File: src/pkg/phw_pkg.sv
package phw_pkg;

	// host address width and alignment (bits n:0 reserved)
	localparam int unsigned HOST_ADDRESS_WIDTH = 48;
	localparam int unsigned ALIGN_N            = 11;

	localparam logic [11:0] BASE_LO_OFS   = 12'h070;
	localparam logic [11:0] BASE_HI_OFS   = 12'h074;
	localparam logic [11:0] LIMIT_LO_OFS  = 12'h078;
	localparam logic [11:0] LIMIT_HI_OFS  = 12'h07C;
	localparam logic [11:0] CTRL_OFS      = 12'h100;
	localparam logic [11:0] STATUS_OFS    = 12'h104;

	localparam int unsigned CTRL_SUPPORTED_BIT = 0;
	localparam int unsigned CTRL_ENABLE_BIT    = 1;
	localparam int unsigned STAT_VALID_BIT     = 0;
	localparam int unsigned STAT_ACTIVE_BIT    = 1;
	localparam int unsigned STAT_BLOCKED_BIT   = 2;

	localparam logic [63:0] WINDOW_RESET   = 64'h0000_0000_0000_0000;
	localparam logic [1:0]  CTRL_RESET     = 2'h1;
	localparam logic [1:0]  RESP_OKAY      = 2'h0;
	localparam logic [1:0]  RESP_SLVERR    = 2'h2;

	// implemented bits: host_address_width-1 down to n+1
	localparam logic [63:0] IMPL_MASK =
		((64'h1 << HOST_ADDRESS_WIDTH) - 64'h1) &
		~((64'h1 << (ALIGN_N + 1)) - 64'h1);
	localparam logic [63:0] LOW_ONES = (64'h1 << (ALIGN_N + 1)) - 64'h1;

	typedef struct packed {
		logic        valid;
		logic [63:0] addr;
	} phw_dma_req_t;

	typedef struct packed {
		logic valid;
		logic block;
	} phw_dma_rsp_t;

endpackage

File: src/hw/phw_window.sv
// The implementer's own choice: the AXI4-Lite interface to the registers.
`timescale 1ns/1ps
// Operation
// - unsupported window makes both registers read-only
// - base low bits read zero, decode zero
// - limit low bits decode as all ones
// - writes of ones read back zero low
// - equal upper bits give 2^(N+1) window
// - limit below base disables window
// - bits above host width unimplemented, ignored
// - window may sit anywhere in address space
// - limit is last address, inclusive
// - base field writable, resets to zero
module phw_window
	import phw_pkg::*;
(
	input  wire logic         clock,
	input  wire logic         rstn,
	input  wire logic [11:0]  s_axi_awaddr,
	input  wire logic         s_axi_awvalid,
	output logic              s_axi_awready,
	input  wire logic [31:0]  s_axi_wdata,
	input  wire logic [3:0]   s_axi_wstrb,
	input  wire logic         s_axi_wvalid,
	output logic              s_axi_wready,
	output logic [1:0]        s_axi_bresp,
	output logic              s_axi_bvalid,
	input  wire logic         s_axi_bready,
	input  wire logic [11:0]  s_axi_araddr,
	input  wire logic         s_axi_arvalid,
	output logic              s_axi_arready,
	output logic [31:0]       s_axi_rdata,
	output logic [1:0]        s_axi_rresp,
	output logic              s_axi_rvalid,
	input  wire logic         s_axi_rready,
	input  wire phw_dma_req_t dma_req,
	output phw_dma_rsp_t      dma_rsp
);

	logic [63:0] base_q;
	logic [63:0] limit_q;
	logic [1:0]  ctrl_q;
	logic        aw_full_q;
	logic [11:0] aw_addr_q;
	logic        w_full_q;
	logic [31:0] w_data_q;
	logic [3:0]  w_strb_q;
	logic        bvalid_q;
	logic [1:0]  bresp_q;
	logic        rvalid_q;
	logic [31:0] rdata_q;
	logic [1:0]  rresp_q;
	phw_dma_rsp_t dma_rsp_q;

	logic        wr_go;
	logic        window_valid;
	logic        protect_on;
	logic [63:0] dec_base;
	logic [63:0] dec_limit;
	logic        hit;
	logic [32:0] aw_word;
	logic [32:0] ar_word;

	// merge a 32-bit lane write into one half of a 64-bit register
	function automatic logic [63:0] merge_half(
		input logic [63:0] old,
		input logic        hi,
		input logic [31:0] data,
		input logic [3:0]  strb
	);
		logic [63:0] res;
		res = old;
		for (int i = 0; i < 4; i++) begin
			if (strb[i]) begin
				res[(hi ? 32 : 0) + 8*i +: 8] = data[8*i +: 8];
			end
		end
		return res & IMPL_MASK;
	endfunction

	// read value of any mapped offset; valid flag cleared if unmapped
	function automatic logic [32:0] read_word(input logic [11:0] a);
		logic [32:0] r;
		r = 33'h0_0000_0000;
		if (a == BASE_LO_OFS) begin
			r = {1'b1, base_q[31:0]};
		end else if (a == BASE_HI_OFS) begin
			r = {1'b1, base_q[63:32]};
		end else if (a == LIMIT_LO_OFS) begin
			r = {1'b1, limit_q[31:0]};
		end else if (a == LIMIT_HI_OFS) begin
			r = {1'b1, limit_q[63:32]};
		end else if (a == CTRL_OFS) begin
			r = {1'b1, 30'h0, ctrl_q};
		end else if (a == STATUS_OFS) begin
			r = {1'b1, 29'h0, dma_rsp_q.block, protect_on,
				window_valid};
		end
		return r;
	endfunction

	// decode once per channel; a call result cannot be bit-selected
	assign aw_word = read_word(aw_addr_q);
	assign ar_word = read_word({s_axi_araddr[11:2], 2'h0});

	// write channel: address and data latched independently
	assign s_axi_awready = !aw_full_q;
	assign s_axi_wready  = !w_full_q;
	assign wr_go = aw_full_q && w_full_q && !bvalid_q;

	always_ff @(posedge clock or negedge rstn) begin
		if (!rstn) begin
			aw_full_q <= 1'b0;
			aw_addr_q <= 12'h000;
		end else if (s_axi_awvalid && s_axi_awready) begin
			aw_full_q <= 1'b1;
			aw_addr_q <= {s_axi_awaddr[11:2], 2'h0};
		end else if (wr_go) begin
			aw_full_q <= 1'b0;
		end
	end

	always_ff @(posedge clock or negedge rstn) begin
		if (!rstn) begin
			w_full_q <= 1'b0;
			w_data_q <= 32'h0000_0000;
			w_strb_q <= 4'h0;
		end else if (s_axi_wvalid && s_axi_wready) begin
			w_full_q <= 1'b1;
			w_data_q <= s_axi_wdata;
			w_strb_q <= s_axi_wstrb;
		end else if (wr_go) begin
			w_full_q <= 1'b0;
		end
	end

	// window registers; locked while unsupported, reset to zero
	always_ff @(posedge clock or negedge rstn) begin
		if (!rstn) begin
			base_q  <= WINDOW_RESET;
			limit_q <= WINDOW_RESET;
		end else if (wr_go && ctrl_q[CTRL_SUPPORTED_BIT]) begin
			// no lock on enable: software is trusted to not touch them
			if (aw_addr_q == BASE_LO_OFS || aw_addr_q == BASE_HI_OFS) begin
				base_q <= merge_half(base_q, aw_addr_q[2], w_data_q,
					w_strb_q);
			end else if (aw_addr_q == LIMIT_LO_OFS ||
					aw_addr_q == LIMIT_HI_OFS) begin
				limit_q <= merge_half(limit_q, aw_addr_q[2], w_data_q,
					w_strb_q);
			end
		end
	end

	always_ff @(posedge clock or negedge rstn) begin
		if (!rstn) begin
			ctrl_q <= CTRL_RESET;
		end else if (wr_go && aw_addr_q == CTRL_OFS && w_strb_q[0]) begin
			ctrl_q <= w_data_q[1:0];
		end
	end

	always_ff @(posedge clock or negedge rstn) begin
		if (!rstn) begin
			bvalid_q <= 1'b0;
			bresp_q  <= RESP_OKAY;
		end else if (wr_go) begin
			bvalid_q <= 1'b1;
			bresp_q  <= aw_word[32] ? RESP_OKAY : RESP_SLVERR;
		end else if (s_axi_bready) begin
			bvalid_q <= 1'b0;
		end
	end

	assign s_axi_bvalid = bvalid_q;
	assign s_axi_bresp  = bresp_q;

	// read channel: one outstanding read, answered the next cycle
	assign s_axi_arready = !rvalid_q;

	always_ff @(posedge clock or negedge rstn) begin
		if (!rstn) begin
			rvalid_q <= 1'b0;
			rdata_q  <= 32'h0000_0000;
			rresp_q  <= RESP_OKAY;
		end else if (s_axi_arvalid && s_axi_arready) begin
			rvalid_q <= 1'b1;
			rdata_q  <= ar_word[31:0];
			rresp_q  <= ar_word[32] ? RESP_OKAY : RESP_SLVERR;
		end else if (s_axi_rready) begin
			rvalid_q <= 1'b0;
		end
	end

	assign s_axi_rvalid = rvalid_q;
	assign s_axi_rdata  = rdata_q;
	assign s_axi_rresp  = rresp_q;

	// decoding: full 64-bit compare, so any placement works
	assign dec_base  = base_q & IMPL_MASK;
	assign dec_limit = (limit_q & IMPL_MASK) | LOW_ONES;
	assign window_valid = (limit_q & IMPL_MASK) >= dec_base;
	assign protect_on = ctrl_q[CTRL_ENABLE_BIT] &&
		ctrl_q[CTRL_SUPPORTED_BIT];
	// address bits above host width ignored
	assign hit = ((dma_req.addr & ((64'h1 << HOST_ADDRESS_WIDTH) - 64'h1))
		>= dec_base) &&
		((dma_req.addr & ((64'h1 << HOST_ADDRESS_WIDTH) - 64'h1))
		<= dec_limit);

	always_ff @(posedge clock or negedge rstn) begin
		if (!rstn) begin
			dma_rsp_q <= '0;
		end else begin
			dma_rsp_q.valid <= dma_req.valid;
			dma_rsp_q.block <= dma_req.valid && protect_on &&
				window_valid && hit;
		end
	end

	assign dma_rsp = dma_rsp_q;

endmodule // phw_window

File: config.mk
export PLATFORM = sky130hd
export DESIGN_NAME = phw_window
export DESIGN_NICKNAME = d
export VERILOG_FILES = /design/src/pkg/phw_pkg.sv /design/src/hw/phw_window.sv
export SDC_FILE = /design/constraint.sdc
export NUM_CORES = 1
export LEC_CHECK = 0
export BUFFER_PORTS_ARGS = -buffer_cell sky130_fd_sc_hd__buf_2
export CORE_ASPECT_RATIO = 1.4
export CORE_MARGIN = 3
export CORE_UTILIZATION = 55
export DETAILED_ROUTE_END_ITERATION = 12
export PLACE_DENSITY = 0.84
export SYNTH_ARGS = -nofsm -noshare
export SYNTH_HDL_FRONTEND = slang
export SYNTH_SLANG_ARGS = --single-unit
File: constraint.sdc
create_clock -name clock -period 2.7 [get_ports clock]
set_input_delay 0.54 -clock clock [delete_from_list [all_inputs] [get_ports clock]]
set_output_delay 0.54 -clock clock [all_outputs]
set_load 0.05 [all_outputs]
* After elaboration in Yosys (flattened, before gate mapping)
Index checks and enable logic that the tools add are counted.
** Word-level totals
- Flip-flop bits (word level) :: 162
- Output and inout port bits :: 43
- Logic and storage cells :: 124
** Operators by class
- Add/subtract/negate cells :: 7
- $lt $le $gt $ge :: 3
- Equality and inequality tests :: 12
- Shift operators :: 8
- Multiplexer cells :: 53
- Bitwise logic cells :: 1
- Reduce and logical (&&, ||, !) cells :: 25
** Operator list (number)
- 64-bit two-way mux :: 21
- 64-bit bitwise mux :: 8
- 33-bit two-way mux :: 12
- 8-bit by 33-bit variable shift with 64-bit output, first input constant :: 4
- 8-bit by 33-bit indexed part select with 64-bit output :: 4
- 32-bit negation with 33-bit output :: 3
- 48-bit >= comparator :: 2
- 48-bit two-way mux :: 2
- 10-bit by 5-bit == test with 1-bit output, second input constant :: 8
- 48-bit <= comparator :: 1
- 10-bit by 7-bit == test with 1-bit output, second input constant :: 4
- 7-bit negation with 33-bit output :: 1
- 32-bit by 5-bit adder with 32-bit output, second input constant :: 1
- 32-bit by 6-bit adder with 32-bit output, second input constant :: 1
- 1-bit logical AND :: 13
- 2-bit nonzero test :: 4
- 6-bit by 5-bit adder with 7-bit output, second input constant :: 1
- 1-bit two-way mux :: 7
- 6-bit two-way mux :: 1
- 1-bit zero test :: 4
- 2-bit two-way mux :: 2
- 3-bit AND reduction :: 1
- 1-bit logical OR :: 2
- 2-bit AND reduction :: 1
- 1-bit NOT :: 1

* Logic depth before layout (Yosys ltp)
Gate-level depths: netlist of the first run.
- Depth after elaboration :: 20
- Mapped depth :: 8
- Gate-level depth less buffers :: 8

* Worst setup path before layout of the first run
No wires, ideal clock.
- Kind :: input port to flip-flop
- From :: input port dma_req[13] (netlist bit)
- To :: register dma_rsp_q (netlist bit dma_rsp[0])
- Library setup time :: 0.133 ns
- Arrival :: 2.173 ns
- Data required time :: 2.567 ns
- Setup slack :: 0.394 ns
- Stages :: 7
- Cells stage by stage :: ha_1 -> nor2b_1 -> a2111oi_0 -> a21oi_1 -> or4_1 -> a221oi_1 -> a211oi_1
** On the way
- Word-level cells in the longest chain between the ends :: 3
- Elaborated cells on any way between the ends :: 4
- Those cells by class :: order compare: 2; reduce/logical: 2
** Ends and longest elaborated chain
- start, declared :: line phw_window.sv:36 : input wire phw_dma_req_t dma_req,
- 48-bit >= comparator / 48-bit <= comparator (equally long branches) :: line phw_window.sv:207, phw_window.sv:209
- 1-bit logical AND * :: line phw_window.sv:207 : >= dec_base) &&
- 1-bit logical AND * :: line phw_window.sv:217 : window_valid && hit;
- end, declared :: line phw_window.sv:53 : phw_dma_rsp_t dma_rsp_q;
Mark *: on every way between the ends. The rest lies on a longest branch, timed or not.
A chain may end at the register's enable or synchronous reset.

* Final worst setup path of the first run
- From :: register base_q[13]
- To :: register dma_rsp_q (netlist bit dma_rsp[0])
** On the way
- Word-level cells in the longest chain between the ends :: 3
- Elaborated cells on any way between the ends :: 5
- Those cells by class :: order compare: 2; reduce/logical: 3
** Ends and longest elaborated chain
- start, declared :: line phw_window.sv:40 : logic [63:0] base_q;
- start signal, assigned :: line phw_window.sv:145 : base_q <= merge_half(base_q, aw_addr_q[2], w_data_q,
- 48-bit >= comparator (on tied branches) :: line phw_window.sv:202, phw_window.sv:207
- 1-bit logical AND (on tied branches) :: line phw_window.sv:216, phw_window.sv:207
- 1-bit logical AND * :: line phw_window.sv:217
Marked as above.

==> metrics, run 1 <==
Post-Place Cell Area 10100 um2; GRT overflow 0; Max Cap Viol 0; LEAKAGE 5.10 nW; Vias just over 7k; Slew @ Worst Pin slightly below 0.8 ns; largest family of logic cells by synthesized area adder cells; Die Wd ~110 um; Slew headroom a little under half; status completed; CTS root buf clkbuf_16; worst clock skew just over 0.01 ns; Yosys reg bits 160; CTS resizes 0; Setup Buffers After CTS 0; Ys Warns 0; H-Tree Depth 4; synthesized area around 9000 um2; Post-Syn Instances between 800 and 900; CP endpoint kind register; Seq/Total Area, Yosys between 40% and 50%; Top FF cell, synth dfrtp_1; Simple-Gate Fraction of Synth Area 9.95%; hpwl dp 17700 um; nets 1237; Post-Route WL approximately 22000 um; Finished Cell Area around 11000 um2; post-route ant nets 0; Clock Sink Count 160; mux share of post-synthesis cell area 14.0%; Critical Path RT 3.00 ns; Min Clock Period, post-route roughly 2.5 ns; Max FO, Critical Path 3; reg2reg setup slack 0.23 ns; final hold violations 0; diodes inserted 0; Worst-Skew Late Latency between 0.4 and 0.5 ns; Post-synth ARST share 100%; Hold-fix buffers, CTS 0; Synth Area in Compound Gates 12.1%; Vias per Instance between 5 and 6; critical path type register to register; number of port buffers 152; io pins roughly 180; CTS tree built; drt wl/cell roughly 19 um; site row count 54; power per cell area 632 nW/um2; number of synthesized flops with an enable pin 0; TritonRoute pass-1 iters 5; worst min-delay path class input port to asynchronous set/reset pin; First DRT Iteration DRCs 438; RSZ-0062 raised after global routing false; share of cells above drive strength 1 31.4%; Setup TNS Final 0 ns; Finished Layout Cells 1206; Core ar. about 16000 um2; drc violations 0; GPL Wtd Cong approximately 0.93; antenna violations before repair 0; Pins Over Slew Limit 0; xor/xnor share of the synthesized area 0%; Worst setup SP type register; Max Clk Rate 405 MHz; synth unique cells 55; post-route clock period utilization between 90% and 100%; Reg2Reg Depth 8; Die Span Y ~160 um; Initial Util between 50% and 60%; Post-Synth Adder-Cell Area 15.0%; Max IR drop VDD 0.633 mV; placed cell count roughly 1.2k; global-route wire length before repair 36600 um; Bufs on Longest Clock Path 2; Power Total 6.78 mW; CTS buffer count 17; endpoints failing setup 0; GRT Util Overall a little over a quarter; mean post-synth cell area 10.9 um2; number of global-route vias before repair 7403; Syn-to-layout area delta 19.1%; Die ar. about 18000 um2; CTS clk-pin slew, worst paths 0.07 ns; crit path DAT 2.77 ns; largest net degree at the start of global routing 55
[path summary, 6_finish.rpt]
path / start / end
worst max-delay path: base_q[13] / dma_rsp[0]
worst min-delay path: rstn / w_data_q[18]
worst max register to register: base_q[13] / dma_rsp[0]
worst min register to register: s_axi_rdata[27] / s_axi_rdata[27]
max in group asynchronous: rstn / limit_q[27]
min in group clock: dma_req[64] / dma_rsp[1]
[cell type report]
cell class / instances / area (um2)
Multi-Input combinational cell: 569 / 4620
Fill cell: 1215 / 5070
Tap cell: 196 / 245
Clock inverter: 9 / 134
Inverter: 77 / 289
Sequential cell: 160 / 4010
Timing Repair Buffer: 172 / 967
Clock buffer: 23 / 478
[metal layers]
layer  up-vias  GRT usage, %  share of wire, %  routed length [um]
met5         -             0                 0                   0
met3        70          6.50               5.8                1310
met4         0          13.3               4.8                1080
met1      3441          29.6                38                8560
li1       3341             -                 -                   -
met2       239          45.6                51               11500
[logic make-up after synthesis]
| family | after synthesis |
|---|---|
| AO/OA/AOI/OAI | 175 |
| adder cells (fa/ha/maj) | 108 |
| buffers and inverters | 102 |
| flip-flops | 160 |
| multiplexers | 108 |
| other | 1 |
| AND/OR/NAND/NOR | 176 |
[state kept, by name, indices dropped and copies added (netlist names)]
name and flops:
s_axi_rresp 1, w_strb_q 4, s_axi_rvalid 1, w_data_q 32
ctrl_q 2, s_axi_bvalid 1, s_axi_rdata 32, dma_rsp 2
aw_full_q 1, base_q 36, aw_addr_q 10, s_axi_bresp 1
limit_q 36, w_full_q 1
[critical path: stages, from the launching register on]
cell       delay (ns)
dfrtp_1          0.38
inv_1            0.07
ha_1             0.29
nor2b_1          0.14
a2111oi_0        0.38
a21oi_1          0.15
or4_1            0.54
a221oi_1         0.28
a211oi_1         0.11
[cell usage after synthesis, types with 2 or more instances]
cell type | number | area [um2]
mux4_2 | 4 | 90.1
o2111ai_1 | 2 | 17.5
clkbuf_1 | 17 | 63.8
a211oi_1 | 3 | 22.5
a2111oi_0 | 2 | 17.5
a2bb2oi_1 | 3 | 26.3
a21o_1 | 13 | 97.6
inv_1 | 77 | 289
buf_1 | 2 | 7.51
buf_4 | 4 | 30.0
a221oi_1 | 5 | 43.8
a22o_1 | 4 | 35.0
o21ai_1 | 19 | 95.1
nand3_1 | 8 | 40.0
nor2b_1 | 6 | 37.5
and3_1 | 3 | 18.8
o21a_1 | 2 | 15.0
a41oi_1 | 2 | 17.5
nand2b_1 | 2 | 12.5
nand2_1 | 84 | 315
o31ai_1 | 3 | 22.5
nor3_1 | 2 | 10.0
dfrtp_1 | 159 | 3980
nor4_1 | 10 | 62.6
nand4_1 | 18 | 113
and4b_1 | 2 | 20.0
mux2_2 | 104 | 1170
and2_1 | 2 | 12.5
o211ai_1 | 4 | 30.0
a22oi_1 | 26 | 195
o21ai_0 | 41 | 205
nor2_1 | 21 | 78.8
and4_1 | 7 | 61.3
ha_1 | 108 | 1350
a21oi_1 | 41 | 205
[report_power, final]
| part | internal, mW | switching, mW | leakage [nW] | total [mW] |
|---|---|---|---|---|
| Sequential | 2.79 | 0.360 | 2.11 | 3.15 |
| Combinational | 0.570 | 0.588 | 2.70 | 1.16 |
| Clock | 1.53 | 0.944 | 0.286 | 2.47 |
| Total | 4.89 | 1.89 | 5.10 | 6.78 |
[through the flow]
stage / utilization [%] / hold WS [ns] / setup WS, ns
after global routing: 67.9 / 0.0916 / 0.0817
after CTS: 67.9 / 0.0749 / 0.228
after global placement: 64.0 / 0.456 / 0.124
final: 67.9 / 0.0644 / 0.233
after detailed placement: 64.0 / 0.470 / 0.0305
after floorplan: - / 0.244 / 0.394
[layout by cell type (no fill, tap or decap), types with 7 or more instances in the layout]
cell type	instances
inv_1	77
nor4_1	10
o21ai_0	41
a21oi_1	41
a21o_1	13
dfrtp_1	159
buf_2	151
mux2_2	104
nor2_1	21
ha_1	108
o21ai_1	19
nand2_1	83
nand4_1	18
a22oi_1	26
nand3_1	8
and4_1	7
buf_4	16
clkbuf_16	17
(Power assumes the default switching activity.)
==> inputs of run 2 (changes only) <==
--- a/config.mk
+++ b/config.mk
@@ -8,2 +8,3 @@
 export BUFFER_PORTS_ARGS = -buffer_cell sky130_fd_sc_hd__buf_2
+export CAP_MARGIN = 40
 export CORE_ASPECT_RATIO = 1.4
==> constraint.sdc (replaced) <==
create_clock -name clock -period 2.7 [get_ports clock]
set_input_delay 0.27 -clock clock [delete_from_list [all_inputs] [get_ports clock]]
set_output_delay 0.27 -clock clock [all_outputs]
set_load 0.05 [all_outputs]
==> run 2 against run 1 <==
  * Via count fell by 0.52%
  * Sequential share of layout area increased by 0.15 points
  * Wire length barely moved
  * Combinational power about the same
  * Clock power increased by 2%
  * Fmax down 0.47%
  * Flip-flop and latch count unchanged
  * Non-clock buffer count decreased by 5
  * Worst hold slack lost 0.047 ns
  * Register-to-register slack hardly changed
==> metrics, run 2 (same netlist as run 1, synthesis figures left out) <==
status completed; Slew headroom 45.2% (-2.0 points); post-route clock period utilization 91.8% (+0.44 points); site row count 54 (unchanged); GRT Util Overall 25.9% (-0.31 points); Worst-Skew Late Latency 0.42 ns (about the same); CP endpoint kind register; Vias per Instance 5.87 (-0.11%); Pins Over Slew Limit 0 (unchanged); Syn-to-layout area delta 18.6%; CTS buffer count 17 (unchanged); drt wl/cell 18.7 um (+0.37%); antenna violations before repair 1 (+1); post-route ant nets 0 (unchanged); GRT overflow 0 (unchanged); final setup margin 0.221 ns (-0.0118 ns); number of port buffers 152 (unchanged); reg2reg setup slack 0.22 ns (about the same); worst min-delay path class input port to register; power per cell area 639 nW/um2 (+1.1%); Core ar. 15800 um2 (unchanged); share of cells above drive strength 1 30.8% (-0.54 points); Hold-fix buffers, CTS 2 (+2); Setup TNS Final 0 ns (unchanged); First DRT Iteration DRCs 379 (-13%); critical path type register to register; diodes inserted 0 (unchanged); Place WS 0.253 ns (+0.222 ns); drc violations 0 (unchanged); GPL Wtd Cong 0.917 (-1.5%); Post-Place Cell Area 10000 um2 (-0.77%); Post-Route WL 22500 um (about the same); largest registers base_q: 36 flops, limit_q: 36 flops; Bufs on Longest Clock Path 2 (unchanged); commonest non-fill, non-tap cell in the layout dfrtp_1; Hold Crit Start s_axi_bready; nets 1232 (-0.40%); LEAKAGE 5.08 nW (-0.35%); CTS resizes 0 (unchanged); Setup Buffers After CTS 0 (unchanged); crit path DAT 2.78 ns (about the same); worst reg2reg endpoint base_q[21]; worst-path cell chain nor4_1 > and4_1 > and4b_1 > nor2b_1 > nand2_1 > mux2_2; Min Clock Period, post-route 2.48 ns (+0.0118 ns); commonest non-fill, non-tap cells in the layout dfrtp_1 (159), buf_2 (151), ha_1 (108); TritonRoute pass-1 iters 5 (unchanged); placed cell count 1167 (-0.60%); critical path's slowest cell mux2_2; largest net degree at the start of global routing 58 (+5.5%); RSZ-0062 raised after global routing false; Max IR drop VDD 0.712 mV (+13%); Power Total 6.83 mW (+0.67%); Max Cap Viol 0 (unchanged); CTS tree built; H-Tree Depth 4 (unchanged); hold path depth 2; CTS root buf clkbuf_16; Clock Sink Count 160 (unchanged); hpwl dp 17300 um (-2.4%); number of global-route vias before repair 7428 (+0.34%); Die ar. 18000 um2 (unchanged); io pins 175 (unchanged); Max Clk Rate 403 MHz (-0.47%); Finished Cell Area 10700 um2 (-0.41%); CTS clk-pin slew, worst paths 0.06 ns (about the same); Reg2Reg Depth 6 (-2); Die Wd 114 um (unchanged); CP max stage delay 0.39 ns (-0.15 ns); FILL cells 1179 (-3.0%); Slew @ Worst Pin 0.820 ns (+0.0292 ns); final hold violations 0 (unchanged); hold path endpoint s_axi_bvalid; worst clock skew 0.00937 ns (-0.000825 ns); R2R Path Start aw_addr_q[7]; Critical Path RT 3.01 ns (about the same); endpoints failing setup 0 (unchanged); Initial Util 57.0% (unchanged); Die Span Y 157 um (unchanged); Vias 7054 (-0.52%); Max FO, Critical Path 8 (+5); Finished Layout Cells 1201 (-0.41%); Worst setup SP type register; global-route wire length before repair 36300 um (-0.94%)
==> run 2: metal layers <==
metal  wire (um)  global-route usage [%]  vias up
met2       11800                    46.3      225
met3        1120                    5.96       70
li1            -                       -     3337
met5           7                       0        -
met4         945                    12.1        2
met1        8600                    28.9     3420
==> run 2: per-stage QoR <==
stage	util, %	hold slack, ns
floorplan	-	-0.0256
global placement	63.5	0.269
detailed placement	63.5	0.271
CTS	67.6	0.00628
global route	67.6	0.0284
finish	67.6	0.0177
==> run 2: how the worst max path moves through the flow <==
| stage | start | cells past startpoint | end |
|---|---|---|---|
| final | aw_addr_q[7] | 6 | base_q[21] |
| after detailed placement | aw_addr_q[7] | 6 | base_q[21] |
| after CTS | aw_addr_q[7] | 6 | base_q[21] |
| after floorplan | aw_full_q | 7 | limit_q[16] |
| after global placement | base_q[13] | 8 | dma_rsp[0] |
| after global routing | base_q[13] | 8 | dma_rsp[0] |
==> run 2: area by class of cell <==
cell class,count,area [um2],share of cell area [%]
multi-input cells,569,4620,43.2
repair buffers,167,910,8.51
clock buffers,22,464,4.34
inverters,77,289,2.70
clock inverters,10,161,1.51
flip-flops and latches,160,4010,37.5
well taps,196,245,2.29
==> run 2: worst max-delay path, delay by kind of cell (launching register included) <==
| kind | cells | cell delay, ns |
|---|---|---|
| flops | 1 | 0.38 |
| mux | 1 | 0.39 |
| simple gates | 5 | 1.59 |
==> run 2: power by group <==
part           internal [mW]  switching (mW)  leakage (nW)
logic                  0.561           0.587          2.67
registers               2.79           0.360          2.11
clock network           1.59           0.933         0.296
total                   4.95            1.88          5.08
==> inputs of run 3 (changes only) <==
HOLD_SLACK_MARGIN = 0.06   (was default)
SETUP_SLACK_MARGIN = 0.3   (was default)
==> run 3 against run 2 <==
  * Cell count is 0.42% higher
  * Largest power group unchanged
  * Sequential power hardly changed
  * Clock power hardly changed
  * Global-route usage is 0.098 points higher
  * Clock-buffer cell count stayed put
  * Non-clock buffer count is 5 higher
  * Register-to-register slack better by 0.21 ns
==> metrics, run 3 (same netlist as run 1, synthesis figures left out) <==
CP max stage delay 0.52 ns (+0.13 ns); FILL cells 1155 (-2.0%); Max FO, Critical Path 3 (-5); Core ar. 15800 um2 (unchanged); CTS tree built; Min Clock Period, post-route 2.27 ns (-0.213 ns); Worst-Skew Late Latency 0.42 ns (about the same); Psw 1.90 mW (+1.2%); CP endpoint kind register; site row count 54 (unchanged); final hold violations 0 (unchanged); Vias 7120 (+0.94%); Flop pwr share 46.2% (about the same); largest net degree at the start of global routing 58 (unchanged); Critical Path RT 3.00 ns (about the same); worst min-delay path class input port to register; Power Total 6.86 mW (+0.46%); TritonRoute pass-1 iters 4 (-1); post-route ant nets 0 (unchanged); Die Wd 114 um (unchanged); GRT Util Overall 26.0% (+0.098 points); Setup crit start base_q[15]; crit path DAT 2.57 ns (-0.21 ns); Die Span Y 157 um (unchanged); Die ar. 18000 um2 (unchanged); Multi-input gate area 4660 um2 (+0.92%); Slew @ Worst Pin 0.826 ns (+0.00559 ns); share of cells above drive strength 1 32.0% (+1.1 points); Max IR drop VDD 0.713 mV (about the same); status completed; switching share of power 27.7% (+0.22 points); number of port buffers 152 (unchanged); nets 1237 (+0.41%); CTS clk-pin slew, worst paths 0.06 ns (about the same); number of global-route vias before repair 7472 (+0.59%); commonest non-fill, non-tap cell in the layout dfrtp_1; GPL Wtd Cong 0.917 (unchanged); Vias per Instance 5.90 (+0.52%); CTS root buf clkbuf_16; Combinational Power Share 16.9% (about the same); CTS buffer count 17 (unchanged); global-route wire length before repair 36400 um (+0.34%); io pins 175 (unchanged); Bufs on Longest Clock Path 2 (unchanged); power per cell area 637 nW/um2 (-0.36%); Syn-to-layout area delta 19.6%; largest registers base_q: 36 flops, limit_q: 36 flops; total internal power 4.96 mW (+0.15%); Finished Cell Area 10800 um2 (+0.82%); Slew headroom 44.8% (-0.37 points); H-Tree Depth 4 (unchanged); Final Core Density 68.2% (+0.55 points); Clock Power Share 36.8% (-0.2 points); Post-Place Cell Area 10000 um2 (unchanged); endpoints failing setup 0 (unchanged); Pins Over Slew Limit 0 (unchanged); worst clock skew 0.00931 ns (-0.0000621 ns); Register Area 4010 um2 (unchanged); Max Cap Viol 0 (unchanged); critical path type register to register; Setup TNS Final 0 ns (unchanged); Finished Layout Cells 1206 (+0.42%); commonest non-fill, non-tap cells in the layout dfrtp_1 (159), buf_2 (151), ha_1 (108); drt wl/cell 18.9 um (+1.1%); First DRT Iteration DRCs 427 (+13%); drc violations 0 (unchanged); RSZ-0062 raised after global routing false; LEAKAGE 5.12 nW (+0.67%); Max Clk Rate 441 MHz (+9.4%); hpwl dp 17300 um (unchanged); diodes inserted 0 (unchanged); worst-path cell chain inv_1 > ha_1 > a2111oi_2 > a21oi_1 > or4_4 > a221oi_2 > a211oi_1; Initial Util 57.0% (unchanged); antenna violations before repair 1 (unchanged); Worst setup SP type register; Post-Route WL 22800 um (+1.5%); post-route clock period utilization 84.0% (-7.9 points); GRT overflow 0 (unchanged); placed cell count 1167 (unchanged); Clock Sink Count 160 (unchanged); Hold Crit Start s_axi_wdata[4]; critical path's slowest cell or4_4; R2R Path Start base_q[15]
## run 3: cell count changes in the layout (fill, tap and decap cells not counted), sizes merged
| cell | delta |
|---|---|
| dlygate4sd3 | +3 |
| buf | +2 |
## run 3: power by group through the flow
stage	clock, mW	combinational (mW)	sequential (mW)
after floorplan	0	0.757	3.11
after global placement	0	1.10	3.16
after detailed placement	0	1.16	3.19
after CTS	2.56	1.17	3.15
after global routing	2.66	1.28	3.23
final	2.53	1.16	3.17
## run 3: per-stage QoR
stage	setup slack (ns)	hold slack, ns
2_1_floorplan	0.537	-0.0256
4_1_cts	0.220	0.0600
3_3_place_gp	0.329	0.269
3_5_place_dp	0.253	0.271
5_1_grt	0.308	0.0661
6_report	0.433	0.0724
## run 3: path summary, 6_finish.rpt
| path | to | cells after the start | slack [ns] |
|---|---|---|---|
| setup / recovery | dma_rsp[0] | 7 | 0.43 |
| hold / removal | w_data_q[4] | 2 | 0.07 |
| setup reg to reg | dma_rsp[0] | 7 | 0.43 |
| hold reg to reg | s_axi_rdata[27] | 2 | 0.48 |
| max in group asynchronous | w_data_q[24] | 3 | 1.64 |
| min in group asynchronous | w_full_q | 2 | 0.37 |
## run 3: area by class of cell
cell class	instances	area share, %
flip-flops and latches	160	37.2
repair buffers	172	8.86
multi-input cells	569	43.2
well taps	196	2.28
inverters	77	2.68
clock buffers	22	4.31
clock inverters	10	1.50
## run 3: layer usage
layer	vias to the layer above	global-route usage [%]	wire (um)
met3	80	5.92	1170
li1	3347	-	-
met4	2	12.3	1020
met5	-	0	7
met1	3456	29.0	8710
met2	235	46.5	11900
## run 3: worst max-delay path: cells and delay by family, from the launching register on
family,cells,cell delay (ns)
fa+ha+maj,1,0.30
simple gates,1,0.52
buf+inv,1,0.08
compound gates,4,0.85
flops,1,0.38
## run 3: what timing repair did
item / in CTS / in global routing
setup endpoints to repair: 17 / 42
endpoints found under the hold margin: 58 / 0
pin swaps: 1 / 3
resized for setup: 3 / 11
setup buffers: 0 / 2
hold buffers: 5 / 0
